## src/hdl/dhm_pkg.sv

```systemverilog
// Shared constants and types for the dual channel host port block.
package dhm_pkg;
  localparam int DATA_W = 8;
  localparam int FIFO_DEPTH = 32;
  // Register offsets within one channel.
  localparam logic [2:0] ADDR_DATA = 3'h0;
  localparam logic [2:0] ADDR_IER = 3'h1;
  localparam logic [2:0] ADDR_FCR = 3'h2;
  localparam logic [2:0] ADDR_LCR = 3'h3;
  localparam logic [2:0] ADDR_MCR = 3'h4;
  localparam logic [2:0] ADDR_LSR = 3'h5;
  localparam logic [2:0] ADDR_MSR = 3'h6;
  localparam logic [2:0] ADDR_SPR = 3'h7;
  // Field positions.
  localparam int LCR_DLAB = 7;
  localparam int MCR_PRESCALE = 7;
  localparam int MCR_LOOP = 4;
  localparam int FCR_RXRST = 1;
  localparam int FCR_TXRST = 2;
  localparam int DLD_OSR_LO = 4;
  localparam int LSR_DR = 0;
  localparam int LSR_OE = 1;
  localparam int LSR_THRE = 5;
  localparam int LSR_TEMT = 6;
  // Reset values.
  localparam logic [7:0] IER_RST = 8'h00;
  localparam logic [7:0] FCR_RST = 8'h00;
  localparam logic [7:0] LCR_RST = 8'h00;
  localparam logic [6:0] MCR_LOW_RST = 7'h00;
  localparam logic [7:0] DLL_RST = 8'h01;
  localparam logic [7:0] DLM_RST = 8'h00;
  localparam logic [7:0] DLD_RST = 8'h00;
  localparam logic [7:0] SPR_RST = 8'hff;
  // Interrupt identification codes.
  localparam logic [7:0] ISR_NONE = 8'h01;
  localparam logic [7:0] ISR_TX = 8'h02;
  localparam logic [7:0] ISR_RX = 8'h04;
  // Oversampling codes and the matching last sample index.
  localparam logic [1:0] OSR_8 = 2'h1;
  localparam logic [1:0] OSR_4 = 2'h2;
  localparam logic [4:0] OSR16_LAST = 5'h0f;
  localparam logic [4:0] OSR8_LAST = 5'h07;
  localparam logic [4:0] OSR4_LAST = 5'h03;
  localparam logic [1:0] PRE_DIV4_LAST = 2'h3;
  localparam logic [3:0] TX_LAST_BIT = 4'h9;
  localparam logic [2:0] RX_LAST_BIT = 3'h7;
  localparam logic [1:0] BOOT_CYC = 2'h3;

  typedef struct packed {
    logic mode_strap;
    logic prescaler_strap;
    logic reset_pin;
    logic read_strobe_n;
    logic write_strobe_n;
    logic chan_a_select_n;
    logic chan_b_select_n;
    logic rw_dir;
    logic chip_select_n;
    logic channel_addr_bit;
    logic [2:0] addr;
    logic [7:0] data;
    logic rx_a;
    logic rx_b;
  } dhm_pins_t;

  localparam dhm_pins_t PINS_IDLE = '1;

  typedef struct packed {
    logic wr;
    logic rd;
    logic [2:0] addr;
    logic [7:0] data;
  } dhm_req_t;

  typedef enum logic {TX_IDLE, TX_SHIFT} dhm_tx_t;
  typedef enum logic [1:0] {RX_IDLE, RX_START, RX_DATA, RX_STOP} dhm_rx_t;
endpackage

```

## src/hdl/dhm_host_port.sv

```systemverilog
// Dual channel serial controller with strap selected host bus and reset front end.
// Overview of operation
// Bus strap high: separate read and write strobes, one select per channel.
// Bus strap low: direction line, single select, channel address bit.
// Prescaler strap is sampled only during reset; later changes are ignored.
// Strap high divides baud input clock by 1, low divides by 4.
// Software writing the prescaler control bit overrides the strap choice.
// Reset pin is active high in strobe style, active low in direction style.
// A reset of at least 40 ns resets registers and outputs of both channels.
// During reset transmit outputs stay high and receive inputs are ignored.
// Host in strobe style uses low read, low write and low channel selects.
// Host in direction style uses direction line, low select, address bit.
// One shared host port; each channel has its own full register set.
// Each channel has 32 byte transmit and receive FIFOs.
// Oversampling is selectable as 16, 8 or 4 samples per bit.
// After reset registers behave as the classic legacy serial controller.
// Direction style: address bit 0 picks channel A, 1 picks channel B.
// Strobe style: low select picks a channel; both may be written together.
// Host cycles are timed by the bus strobes only, not the serial clock; the code samples every strobe on clk, which also clocks the baud divider.
// Strap choice is loaded into each prescaler control bit at reset release.
`timescale 1ns/100ps
`default_nettype none

module dhm_fifo #(
  parameter int WIDTH = 8,
  parameter int DEPTH = 16
) (
  // Clock and reset.
  input wire logic clk,
  input wire logic rst_n,
  input wire logic flush,
  // Fill side.
  input wire logic in_valid,
  output logic in_ready,
  input wire logic [WIDTH-1:0] in_data,
  // Drain side.
  output logic out_valid,
  input wire logic out_ready,
  output logic [WIDTH-1:0] out_data
);
  localparam int AW = $clog2(DEPTH);
  if (DEPTH < 2 || (1 << AW) != DEPTH)
  begin : g_bad_depth
    $error("DEPTH must be a power of two");
  end
  logic [WIDTH-1:0] mem [DEPTH];
  logic [AW:0] wr_ptr_reg;
  logic [AW:0] rd_ptr_reg;
  wire push = in_valid && in_ready;
  wire pop = out_valid && out_ready;
  assign in_ready = (wr_ptr_reg ^ rd_ptr_reg) != {1'b1, {AW{1'b0}}};
  assign out_valid = wr_ptr_reg != rd_ptr_reg;
  assign out_data = mem[rd_ptr_reg[AW-1:0]];
  always_ff @(posedge clk) if (push) mem[wr_ptr_reg[AW-1:0]] <= in_data;
  always_ff @(posedge clk or negedge rst_n)
  begin
    if (!rst_n)
    begin
      wr_ptr_reg <= '0;
      rd_ptr_reg <= '0;
    end
    else if (flush)
    begin
      wr_ptr_reg <= '0;
      rd_ptr_reg <= '0;
    end
    else
    begin
      wr_ptr_reg <= wr_ptr_reg + (AW + 1)'(push);
      rd_ptr_reg <= rd_ptr_reg + (AW + 1)'(pop);
    end
  end
endmodule // dhm_fifo

module dhm_channel (
  // Clock and resets.
  input wire logic clk,
  input wire logic rst_n,
  input wire logic chan_rst,
  input wire logic strap_div1,
  // Host request.
  input wire dhm_pkg::dhm_req_t req,
  output logic [7:0] rdata,
  // Serial pins.
  input wire logic rx_in,
  output logic tx_out
);
  logic [7:0] ier_reg, fcr_reg, lcr_reg, mcr_reg, dll_reg, dlm_reg, dld_reg, spr_reg;
  logic ovr_reg;
  logic [1:0] pre_reg;
  logic [15:0] div_reg;
  logic [4:0] tsmp_reg, rsmp_reg;
  logic [3:0] tbit_reg;
  logic [2:0] rbit_reg;
  logic [9:0] tsh_reg;
  logic [7:0] rsh_reg;
  logic tline_reg;
  dhm_pkg::dhm_tx_t tst_reg;
  dhm_pkg::dhm_rx_t rst_reg;
  wire dlab = lcr_reg[dhm_pkg::LCR_DLAB];
  wire loop = mcr_reg[dhm_pkg::MCR_LOOP];
  wire wr_data = req.wr && req.addr == dhm_pkg::ADDR_DATA && !dlab;
  wire rd_data = req.rd && req.addr == dhm_pkg::ADDR_DATA && !dlab;
  wire wr_fcr = req.wr && req.addr == dhm_pkg::ADDR_FCR && !dlab;
  wire rd_lsr = req.rd && req.addr == dhm_pkg::ADDR_LSR;
  wire [1:0] pre_last = mcr_reg[dhm_pkg::MCR_PRESCALE] ? dhm_pkg::PRE_DIV4_LAST : 2'h0;
  wire [1:0] osr = dld_reg[dhm_pkg::DLD_OSR_LO +: 2];
  wire [4:0] osr_last = osr == dhm_pkg::OSR_8 ? dhm_pkg::OSR8_LAST :
    osr == dhm_pkg::OSR_4 ? dhm_pkg::OSR4_LAST : dhm_pkg::OSR16_LAST;
  wire [15:0] divisor = {dlm_reg, dll_reg};
  wire pre_tick = pre_reg == pre_last;
  wire tick = pre_tick && divisor != 16'h0000 && div_reg == divisor - 16'h0001;
  wire tx_in_ready, tx_valid, rx_in_ready, rx_valid;
  wire [7:0] tx_data, rx_data;
  wire rx_line = loop ? tline_reg : rx_in;
  // A frame starts only on a sample tick, so the start bit lasts a full bit time. R13
  wire tx_take = tst_reg == dhm_pkg::TX_IDLE && tx_valid && tick;
  wire rx_push = rst_reg == dhm_pkg::RX_STOP && tick && rsmp_reg == osr_last && rx_line;
  wire [7:0] lsr = {1'b0, tx_take || (!tx_valid && tst_reg == dhm_pkg::TX_IDLE), 
    !tx_valid, 3'h0, ovr_reg, rx_valid};
  wire [7:0] isr = (ier_reg[0] && rx_valid) ? dhm_pkg::ISR_RX :
    (ier_reg[1] && !tx_valid) ? dhm_pkg::ISR_TX : dhm_pkg::ISR_NONE;

  // Each channel keeps its own FIFO pair and register set. R11 R12
  dhm_fifo #(.WIDTH(dhm_pkg::DATA_W), .DEPTH(dhm_pkg::FIFO_DEPTH)) u_tx_fifo (
    .clk(clk), .rst_n(rst_n), .flush(chan_rst || (wr_fcr && req.data[dhm_pkg::FCR_TXRST])),
    .in_valid(wr_data), .in_ready(tx_in_ready), .in_data(req.data),
    .out_valid(tx_valid), .out_ready(tx_take), .out_data(tx_data)
  );
  dhm_fifo #(.WIDTH(dhm_pkg::DATA_W), .DEPTH(dhm_pkg::FIFO_DEPTH)) u_rx_fifo (
    .clk(clk), .rst_n(rst_n), .flush(chan_rst || (wr_fcr && req.data[dhm_pkg::FCR_RXRST])),
    .in_valid(rx_push), .in_ready(rx_in_ready), .in_data(rsh_reg),
    .out_valid(rx_valid), .out_ready(rd_data), .out_data(rx_data)
  );

  always_comb
  begin
    case (req.addr)
      dhm_pkg::ADDR_DATA: rdata = dlab ? dll_reg : rx_data;
      dhm_pkg::ADDR_IER: rdata = dlab ? dlm_reg : ier_reg;
      dhm_pkg::ADDR_FCR: rdata = dlab ? dld_reg : isr;
      dhm_pkg::ADDR_LCR: rdata = lcr_reg;
      dhm_pkg::ADDR_MCR: rdata = mcr_reg;
      dhm_pkg::ADDR_LSR: rdata = lsr;
      dhm_pkg::ADDR_SPR: rdata = spr_reg;
      default: rdata = 8'h00;
    endcase
  end

  // Register file; a channel reset restores legacy defaults and loads the strap. R14 R18
  always_ff @(posedge clk or negedge rst_n)
  begin
    if (!rst_n)
    begin
      {ier_reg, fcr_reg, lcr_reg} <= {dhm_pkg::IER_RST, dhm_pkg::FCR_RST, dhm_pkg::LCR_RST};
      {dll_reg, dlm_reg, dld_reg} <= {dhm_pkg::DLL_RST, dhm_pkg::DLM_RST, dhm_pkg::DLD_RST};
      mcr_reg <= {1'b0, dhm_pkg::MCR_LOW_RST};
      spr_reg <= dhm_pkg::SPR_RST;
      ovr_reg <= 1'b0;
    end
    else if (chan_rst)
    begin
      {ier_reg, fcr_reg, lcr_reg} <= {dhm_pkg::IER_RST, dhm_pkg::FCR_RST, dhm_pkg::LCR_RST};
      {dll_reg, dlm_reg, dld_reg} <= {dhm_pkg::DLL_RST, dhm_pkg::DLM_RST, dhm_pkg::DLD_RST};
      mcr_reg <= {!strap_div1, dhm_pkg::MCR_LOW_RST};
      spr_reg <= dhm_pkg::SPR_RST;
      ovr_reg <= 1'b0;
    end
    else
    begin
      if (req.wr)
      begin
        case (req.addr)
          dhm_pkg::ADDR_DATA: if (dlab) dll_reg <= req.data;
          dhm_pkg::ADDR_IER: if (dlab) dlm_reg <= req.data; else ier_reg <= req.data;
          dhm_pkg::ADDR_FCR: if (dlab) dld_reg <= req.data; else fcr_reg <= req.data;
          dhm_pkg::ADDR_LCR: lcr_reg <= req.data;
          dhm_pkg::ADDR_MCR: mcr_reg <= req.data;
          dhm_pkg::ADDR_SPR: spr_reg <= req.data;
          default: spr_reg <= spr_reg;
        endcase
      end
      // A new overrun in the cycle of the status read keeps the flag set.
      ovr_reg <= (rx_push && !rx_in_ready) || (ovr_reg && !rd_lsr);
    end
  end

  // Baud sample tick: prescaler, then divisor.
  always_ff @(posedge clk or negedge rst_n)
  begin
    if (!rst_n)
    begin
      pre_reg <= 2'h0;
      div_reg <= 16'h0000;
    end
    else
    begin
      pre_reg <= (pre_tick || chan_rst) ? 2'h0 : pre_reg + 2'h1;
      if (chan_rst || tick)
        div_reg <= 16'h0000;
      else if (pre_tick)
        div_reg <= div_reg + 16'h0001;
    end
  end

  // Transmitter, 8 data bits with one stop bit; it stalls while its FIFO is empty.
  always_ff @(posedge clk or negedge rst_n)
  begin
    if (!rst_n)
    begin
      tst_reg <= dhm_pkg::TX_IDLE;
      tsh_reg <= '1;
      tsmp_reg <= 5'h00;
      tbit_reg <= 4'h0;
      tline_reg <= 1'b1;
      tx_out <= 1'b1;
    end
    else if (chan_rst)
    begin
      tst_reg <= dhm_pkg::TX_IDLE;
      tsh_reg <= '1;
      tline_reg <= 1'b1;
      tx_out <= 1'b1;
    end
    else
    begin
      tline_reg <= tst_reg == dhm_pkg::TX_SHIFT ? tsh_reg[0] : 1'b1;
      tx_out <= loop ? 1'b1 : tline_reg;
      case (tst_reg)
        dhm_pkg::TX_IDLE:
          if (tx_take)
          begin
            tsh_reg <= {1'b1, tx_data, 1'b0};
            tsmp_reg <= 5'h00;
            tbit_reg <= 4'h0;
            tst_reg <= dhm_pkg::TX_SHIFT;
          end
        dhm_pkg::TX_SHIFT:
          if (tick)
          begin
            tsmp_reg <= tsmp_reg == osr_last ? 5'h00 : tsmp_reg + 5'h01;
            if (tsmp_reg == osr_last)
            begin
              tsh_reg <= {1'b1, tsh_reg[9:1]};
              tbit_reg <= tbit_reg + 4'h1;
              if (tbit_reg == dhm_pkg::TX_LAST_BIT)
                tst_reg <= dhm_pkg::TX_IDLE;
            end
          end
        default: tst_reg <= dhm_pkg::TX_IDLE;
      endcase
    end
  end

  // Receiver; held idle during reset so the line is ignored.
  always_ff @(posedge clk or negedge rst_n)
  begin
    if (!rst_n)
    begin
      rst_reg <= dhm_pkg::RX_IDLE;
      rsmp_reg <= 5'h00;
      rbit_reg <= 3'h0;
      rsh_reg <= 8'h00;
    end
    else if (chan_rst)
      rst_reg <= dhm_pkg::RX_IDLE;
    else
    begin
      if (tick && rst_reg != dhm_pkg::RX_IDLE)
        rsmp_reg <= rsmp_reg == osr_last ? 5'h00 : rsmp_reg + 5'h01;
      case (rst_reg)
        dhm_pkg::RX_IDLE:
          if (!rx_line)
          begin
            rst_reg <= dhm_pkg::RX_START;
            rsmp_reg <= 5'h00;
          end
        dhm_pkg::RX_START:
          if (tick && rsmp_reg == {1'b0, osr_last[4:1]})
          begin
            rst_reg <= rx_line ? dhm_pkg::RX_IDLE : dhm_pkg::RX_DATA;
            rsmp_reg <= 5'h00;
            rbit_reg <= 3'h0;
          end
        dhm_pkg::RX_DATA:
          if (tick && rsmp_reg == osr_last)
          begin
            rsh_reg <= {rx_line, rsh_reg[7:1]};
            rbit_reg <= rbit_reg + 3'h1;
            if (rbit_reg == dhm_pkg::RX_LAST_BIT)
              rst_reg <= dhm_pkg::RX_STOP;
          end
        dhm_pkg::RX_STOP:
          if (tick && rsmp_reg == osr_last)
            rst_reg <= dhm_pkg::RX_IDLE;
        default: rst_reg <= dhm_pkg::RX_IDLE;
      endcase
    end
  end
endmodule // dhm_channel

module dhm_host_port (
  // Clock and reset.
  input wire logic clk,
  input wire logic rst_n,
  // Straps and reset pin.
  input wire logic mode_strap,
  input wire logic prescaler_strap,
  input wire logic reset_pin,
  // Strobe style host pins.
  input wire logic read_strobe_n,
  input wire logic write_strobe_n,
  input wire logic chan_a_select_n,
  input wire logic chan_b_select_n,
  // Direction style host pins.
  input wire logic rw_dir,
  input wire logic chip_select_n,
  input wire logic channel_addr_bit,
  // Shared address and data.
  input wire logic [2:0] addr,
  input wire logic [7:0] data_in,
  output logic [7:0] data_out,
  output logic data_oe,
  // Serial pins.
  input wire logic rx_a,
  input wire logic rx_b,
  output logic tx_a,
  output logic tx_b
);
  dhm_pkg::dhm_pins_t meta_reg, pin_reg;
  dhm_pkg::dhm_req_t hold_reg;
  logic [1:0] hsel_reg;
  logic act_reg;
  logic strap_div1_reg;
  logic [1:0] boot_reg;
  wire [7:0] rdata_a, rdata_b;

  // Host strobes are asynchronous to clk, so every pin is synchronised first. R17
  always_ff @(posedge clk or negedge rst_n)
  begin
    if (!rst_n)
    begin
      meta_reg <= dhm_pkg::PINS_IDLE;
      pin_reg <= dhm_pkg::PINS_IDLE;
    end
    else
    begin
      meta_reg <= {mode_strap, prescaler_strap, reset_pin, read_strobe_n, write_strobe_n,
        chan_a_select_n, chan_b_select_n, rw_dir, chip_select_n, channel_addr_bit,
        addr, data_in, rx_a, rx_b};
      pin_reg <= meta_reg;
    end
  end

  wire strobe_mode = pin_reg.mode_strap;
  wire pin_rst = strobe_mode ? pin_reg.reset_pin : !pin_reg.reset_pin;
  wire chan_rst = pin_rst || boot_reg != 2'h0;
  wire rd_now = strobe_mode ? !pin_reg.read_strobe_n :
    !pin_reg.chip_select_n && pin_reg.rw_dir;
  wire wr_now = strobe_mode ? !pin_reg.write_strobe_n :
    !pin_reg.chip_select_n && !pin_reg.rw_dir;
  wire [1:0] sel_now = strobe_mode ? {!pin_reg.chan_b_select_n, !pin_reg.chan_a_select_n} :
    {pin_reg.channel_addr_bit, !pin_reg.channel_addr_bit};
  wire act_now = (rd_now || wr_now) && sel_now != 2'b00 && !chan_rst;
  wire fin = act_reg && !act_now;
  wire dhm_pkg::dhm_req_t req_a = '{wr: fin && hold_reg.wr && hsel_reg[0],
    rd: fin && hold_reg.rd && hsel_reg[0], addr: hold_reg.addr, data: hold_reg.data};
  wire dhm_pkg::dhm_req_t req_b = '{wr: fin && hold_reg.wr && hsel_reg[1],
    rd: fin && hold_reg.rd && hsel_reg[1], addr: hold_reg.addr, data: hold_reg.data};

  // The access is latched while the strobe is active and acted on as it ends.
  always_ff @(posedge clk or negedge rst_n)
  begin
    if (!rst_n)
    begin
      act_reg <= 1'b0;
      hold_reg <= '0;
      hsel_reg <= 2'b00;
      data_out <= 8'h00;
      data_oe <= 1'b0;
    end
    else
    begin
      act_reg <= act_now;
      if (act_now)
      begin
        hold_reg <= '{wr: wr_now, rd: rd_now, addr: pin_reg.addr, data: pin_reg.data};
        hsel_reg <= sel_now;
      end
      // Channel A wins if both are read; the host must not do that. R16
      data_out <= hsel_reg[0] ? rdata_a : rdata_b;
      data_oe <= act_now && rd_now;
    end
  end

  // Prescaler strap is taken only while reset is in force. R3
  always_ff @(posedge clk or negedge rst_n)
  begin
    if (!rst_n)
    begin
      boot_reg <= dhm_pkg::BOOT_CYC;
      strap_div1_reg <= 1'b1;
    end
    else
    begin
      boot_reg <= boot_reg == 2'h0 ? 2'h0 : boot_reg - 2'h1;
      if (chan_rst)
        strap_div1_reg <= pin_reg.prescaler_strap;
    end
  end

  // The live strap feeds the channels during reset, so the last reset cycle loads it. R18
  wire strap_now = chan_rst ? pin_reg.prescaler_strap : strap_div1_reg;
  dhm_channel u_chan_a (
    .clk(clk), .rst_n(rst_n), .chan_rst(chan_rst), .strap_div1(strap_now),
    .req(req_a), .rdata(rdata_a), .rx_in(pin_reg.rx_a), .tx_out(tx_a)
  );
  dhm_channel u_chan_b (
    .clk(clk), .rst_n(rst_n), .chan_rst(chan_rst), .strap_div1(strap_now),
    .req(req_b), .rdata(rdata_b), .rx_in(pin_reg.rx_b), .tx_out(tx_b)
  );
endmodule // dhm_host_port

`default_nettype wire

```

## config.mk

```make
export PLATFORM = sky130hd
export DESIGN_NAME = dhm_host_port
export DESIGN_NICKNAME = d
export VERILOG_FILES = /design/src/hdl/dhm_pkg.sv /design/src/hdl/dhm_host_port.sv
export SDC_FILE = /design/constraint.sdc
export NUM_CORES = 2
export LEC_CHECK = 0
export BUFFER_PORTS_ARGS = -buffer_cell sky130_fd_sc_hd__buf_2
export CAP_MARGIN = 10
export CORE_MARGIN = 2
export CORE_UTILIZATION = 35
export DETAILED_ROUTE_END_ITERATION = 10
export PLACE_DENSITY = 0.55
export REMOVE_ABC_BUFFERS = 1
export SLEW_MARGIN = 10
export SYNTH_ARGS = -nofsm -noshare
export SYNTH_HDL_FRONTEND = slang
export SYNTH_SLANG_ARGS = --single-unit
```

## constraint.sdc

```tcl
create_clock -name clk -period 4.8 [get_ports clk]
set_input_delay 0.96 -clock clk [delete_from_list [all_inputs] [get_ports clk]]
set_output_delay 0.96 -clock clk [all_outputs]
set_load 0.05 [all_outputs]
```

---- Word level (Yosys, flattened, before mapping) ----
Memories as Yosys holds them, arrays and structs flattened.
Cells that the tools add are included.
word-level totals
  memories kept ........................... 4
  word-level logic and storage cells ...... 509
  input port bits ......................... 25
  register bits after elaboration ......... 352
  RAM bits ................................ 1,024
operators by class
  equality and inequality tests ........... 66
  add/subtract/negate cells ............... 23
  reductions and logical operators ........ 151
  bitwise logic cells ..................... 7
  multiplexer cells ....................... 172
memories
  memory                  depth  bits a word  rd ports  clocked after memory_dff  write ports  line                 RTL
  u_chan_a.u_rx_fifo.mem  32     8            1         0                         1            dhm_host_port.sv:46  logic [WIDTH-1:0] mem [DEPTH];
  u_chan_a.u_tx_fifo.mem  32     8            1         0                         1            dhm_host_port.sv:46
  u_chan_b.u_rx_fifo.mem  32     8            1         0                         1            dhm_host_port.sv:46
  u_chan_b.u_tx_fifo.mem  32     8            1         0                         1            dhm_host_port.sv:46
operators by type and width
  kind                                                 count
  2-to-1 mux 8 bit                                     52
  one-hot mux 8 bit (7 select lines)                   2
  2-to-1 mux 10 bit                                    8
  2-to-1 mux 5 bit                                     16
  logical AND 1 bit                                    68
  2-to-1 mux 16 bit                                    4
  adder 6 x 1 -> 6 bit                                 8
  2-to-1 mux 6 bit                                     8
  2-to-1 mux 2 bit                                     22
  AND reduction 3 bit                                  14
  one-hot mux 10 bit (2 select lines)                  2
  one-hot mux 5 bit (2 select lines)                   4
  nonzero test 2 bit                                   18
  2-to-1 mux 1 bit                                     34
  adder 16 x 1 -> 16 bit (second input constant)       2
  == test 16 bit                                       2
  2-to-1 mux 4 bit                                     8
  nonzero test 16 bit                                  2
  subtractor 16 x 1 -> 16 bit (second input constant)  2
  != test 3 x 2 -> 1 bit (second input constant)       8
  != test 3 bit (second input constant)                8
  != test 6 bit                                        4
  != test 6 bit (second input constant)                4
  bitwise XOR 6 bit                                    4
  29 further kinds                                     115

---- Logic depth before layout (Yosys ltp) ----
  depth in word-level cells ............... 15
  mapped depth ............................ 15

---- Hierarchy ----
Synthesis repeated with hierarchy kept, for this count alone.
second synthesis, totals
  cell total of the unflattened synthesis .. 3,512
  area total of the unflattened synthesis .. 58,188.3 um^2
modules (own cells, without submodules)
  module                             times used  cells an instance  sequential area each (um^2)  area an instance (um^2)
  dhm_fifo (u_chan_a.u_rx_fifo ...)  2           477                7,987.7                      10,586.4
  dhm_fifo (u_chan_b.u_tx_fifo)      1           509                7,987.7                      10,820.4
  dhm_fifo (u_chan_b.u_rx_fifo)      1           477                7,987.7                      10,581.4
  dhm_channel (u_chan_b)             1           718                2,877.8                      6,593.8
  dhm_channel (u_chan_a)             1           720                2,877.8                      6,592.6
  dhm_host_port                      1           134                1,913.1                      2,427.3

---- Least setup slack after synthesis ----
No wires, ideal clock.
  path type ............................... reg2reg
  start ................................... register u_chan_a.dll_reg[0]
  end ..................................... memory u_chan_a.u_rx_fifo.mem[4][0] (enable)
  path buffers ............................ 1
  period minus slack after synthesis ...... 3,743 ps
  cell stages (with the launch flop) ...... 12
  arrival ................................. 3,373 ps
  setup slack ............................. 1,057 ps
  cell sequence ........................... dfstp_2 -> clkbuf_1 -> inv_1 -> ha_1 -> or3b_2 -> nor4_2 -> and4b_1 -> a311oi_1 -> a211o_1 -> a2111oi_4 -> nand4b_1 -> nor2_1
on the way
  longest elaborated chain between the ends .. 9
  elaborated cells on any way between the ends .. 11
  those cells by class .................... add/sub (1); eq/ne (1); mux (2); reduce/logical (7)
RTL lines
  element                                                                    line                  RTL
  start, declared                                                            dhm_host_port.sv:88   logic [7:0] ier_reg, fcr_reg, lcr_reg, mcr_reg, dll_reg, dlm_reg, dld_reg, spr_reg;
  start signal, assigned                                                     dhm_host_port.sv:156  {dll_reg, dlm_reg, dld_reg} <= {dhm_pkg::DLL_RST, dhm_pkg::DLM_RST, dhm_pkg::DLD_RST};
  start signal, assigned                                                     dhm_host_port.sv:164  {dll_reg, dlm_reg, dld_reg} <= {dhm_pkg::DLL_RST, dhm_pkg::DLM_RST, dhm_pkg::DLD_RST};
  start signal, assigned                                                     dhm_host_port.sv:174  dhm_pkg::ADDR_DATA: if (dlab) dll_reg <= req.data;
  subtractor 16 x 1 -> 16 bit / nonzero test 16 bit (equally long branches)  dhm_host_port.sv:112  wire tick = pre_tick && divisor != 16'h0000 && div_reg == divisor - 16'h0001;
  == test 16 bit / logical AND 1 bit (equally long branches)                 dhm_host_port.sv:112
  logical AND 1 bit (*)                                                      dhm_host_port.sv:112
  logical AND 1 bit (*) (3 in series)                                        dhm_host_port.sv:118  wire rx_push = rst_reg == dhm_pkg::RX_STOP && tick && rsmp_reg == osr_last && rx_line;
  logical AND 1 bit (*)                                                      dhm_host_port.sv:49   wire push = in_valid && in_ready;
  2-to-1 mux 1 bit (*)                                                       dhm_host_port.sv:54   always_ff @(posedge clk) if (push) mem[wr_ptr_reg[AW-1:0]] <= in_data;
  2-to-1 mux 1 bit (not written as such) (*)                                 dhm_host_port.sv:54
  end, declared                                                              dhm_host_port.sv:46
Mark *: on every way between the ends. The rest lies on a longest branch, timed or not.

---- Worst setup path in the final report ----
  start ................................... register u_chan_a.dll_reg[1]
  end ..................................... memory u_chan_a.u_rx_fifo.mem[31][6] (enable)
The elaborated chain is that of the path after synthesis.

==> out/results.txt <==
Synth warn -> 0
Layout cells sized above 1 -> 19.3%
Largest net degree at the start of global routing -> 107
H-Tree Depth -> 4
Detailed router's first-iteration violation count -> 2872
Power Total -> 26.7 mW
Die Span Y -> 409 microns
CTS tree -> done
Startpoint types -> register
Lkg Pwr -> 20.8 nW
Power Dens Cells -> 406 nW/um^2
Fillers -> 14900
Max Clk Rate -> 0.228 GHz
Final core area utilization -> 40.3%
Cell taking the most area after synthesis -> edfxtp_1
Required time of the critical path -> 5.17 ns
Gp weighted congestion -> 0.839
Pre-Repair DR Iteration Count -> 6
Placeable Area -> 163000 sq um
Top FF cell, synth -> edfxtp_1
Fin crit share -> 91.2%
Setup CP Type -> reg2reg
Routed Antenna Nets -> 0
Num rows -> 148
Synth-to-layout area growth -> 14.2%
Post-DP HPWL -> 91000 microns
PostCTS Resize Cnt -> 0
EDFF count, synth -> 1024
Postcts setup bufs -> 0
Initial antenna violation count -> 4
Clk sinks -> 1373
Non-filler cells, final -> 6182
CTS max path bufs -> 3
Final setup violation count -> 0
Worst-path clk slew -> 0.06 ns
Final Cell Area -> 65700 sq um
Sequential fraction of the synthesis area -> 68.8%
Nets@finish -> 3957
Hold Fails Final Rpt -> 0
Synth cell count leaders -> edfxtp_1 (1024), nor2_1 (295), nand2_1 (291), dfrtp_1 (261), mux4_2 (200)
Max-Cap Viols -> 0
CTS Buf Count -> 148
Hold WC Path Type -> in2reg
Ant. Diodes -> 0
Remaining Overflow, GRT -> 0
Slew @ Worst Pin -> 1.16 ns
Setup WS pre-CTS -> 0.438 ns
Final worst setup slack -> 0.422 ns
Placed cell count -> 5911
Asr flop ratio synth -> 25.4%
Clock root buffer -> clkbuf_16
Die area -> 168000 sq um
Distinct cell type count after synthesis -> 90
Slew HR -> 22.3%
Final slew viol count -> 0
Global-route wire length before repair -> 214000 microns
Status -> finished clean
Via count -> 32500
Routed vias/inst -> 5.26
Port Buffer Count -> 35
Minimum clock period -> 4.38 ns
Top-level I/O count -> 36
Die X-Extent -> 409 microns
Vias in the first global route -> 32400
Routed len/inst -> 22.9 microns
Fin Clk Skew -> 0.0487 ns
Worst EP arrival -> 4.75 ns
Post-synthesis register bit count -> 1373
Area after DPL -> 60800 sq um
Max rail drop VDD -> 0.000348 V
Top-count cell post-synth -> edfxtp_1
Ranking of synthesized cells by area -> edfxtp_1 (53%), dfrtp_1 (11%), mux4_2 (7.8%)
Synth top area share -> 53.4%
Initial core utilization -> 35.3%
Hold_buf cts -> 0
Mean post-synth cell area -> 15.2 sq um
Critical path peak fanout -> 9
Worst setup EP type -> register
Clk_lat worst skew -> 0.79 ns
Final wirelength -> 141000 microns
RSZ-0062 raised after global routing -> false
Synthesized area -> 57500 sq um
Total GRT Usage -> 16.8%
Residual DRC count -> 0
Cells after synthesis -> 3780
-- placed cells by master (no fill, tap or decap), types with 37 or more instances in the layout --
master     count
inv_1         43
clkbuf_16    152
o21ai_0      155
nand2_1      291
dfstp_2       88
nand3_1       84
o221ai_1      53
dfrtp_1      244
buf_4        138
a21oi_1      141
xnor2_1       68
nor3_1        39
clkbuf_1      37
ha_1          46
nor2_1       295
mux2i_1      196
mux4_2       200
xor2_1        72
edfxtp_1    1024
-- through the flow --
step                      hold slack, ns  setup TNS, ns
final                              0.280              0
after global routing               0.230              0
after CTS                          0.220              0
after detailed placement           0.347              0
after global placement             0.346              0
after floorplan                    0.345        -143.71
-- final timing paths --
check / startpoint / end / slack [ns] / depth (start not counted)
max: u_chan_a.dll_reg[1] / u_chan_a.u_rx_fifo.mem[31][6] / 0.42 / 10
min: chan_a_select_n / meta_reg[17] / 0.28 / 1
max reg2reg: u_chan_a.dll_reg[1] / u_chan_a.u_rx_fifo.mem[31][6] / 0.42 / 10
min reg2reg: meta_reg[0] / pin_reg[0] / 0.34 / 0
max in group asynchronous: rst_n / u_chan_a.u_tx_fifo.rd_ptr_reg[0] / 3.48 / 2
min in group asynchronous: rst_n / u_chan_b.tbit_reg[3] / 0.29 / 1
-- area by class of cell --
| cell class | count | area [sq um] | share of cell area, % |
|---|---|---|---|
| clock buffers | 200 | 4090 | 6.23 |
| clock inverters | 71 | 848 | 1.29 |
| inverters | 46 | 173 | 0.263 |
| multi-input cells | 2137 | 16900 | 25.7 |
| flip-flops and latches | 1373 | 39600 | 60.3 |
| well taps | 2175 | 2720 | 4.14 |
| repair buffers | 180 | 1360 | 2.07 |
-- where the power goes --
part	leakage (nW)	internal [mW]	switching (mW)
Clock	2.40	6.65	4.80
Combinational	5.78	0.507	1.27
Sequential	12.6	13.1	0.308
-- routing by layer --
metal / vias to the layer above / track usage (%) / wire (microns) / share of wire (%)
li1: 14800 / - / - / -
met1: 16800 / 23.9 / 64700 / 46
met2: 842 / 26.9 / 67500 / 48
met3: 163 / 2.69 / 6860 / 4.8
met4: 6 / 3.83 / 2340 / 1.7
met5: - / 0 / 33 / 0.023
-- critical path: stages, from the launching register on --
cell	delay [ns]
dfrtp_1	0.44
inv_1	0.11
ha_1	0.30
or3b_2	0.50
nor4_2	0.43
and4b_1	0.28
a311oi_1	0.05
a211o_1	0.37
a2111oi_4	0.26
nand4_1	0.47
nor2_1	0.75
-- logic make-up after synthesis --
family | share of synthesized area, %
compound gates | 6.53
xor+xnor | 2.13
fa+ha+maj | 1.00
buf+inv | 1.85
flops | 68.8
mux | 11.8
simple gates | 7.88
(Power assumes the default switching activity.)
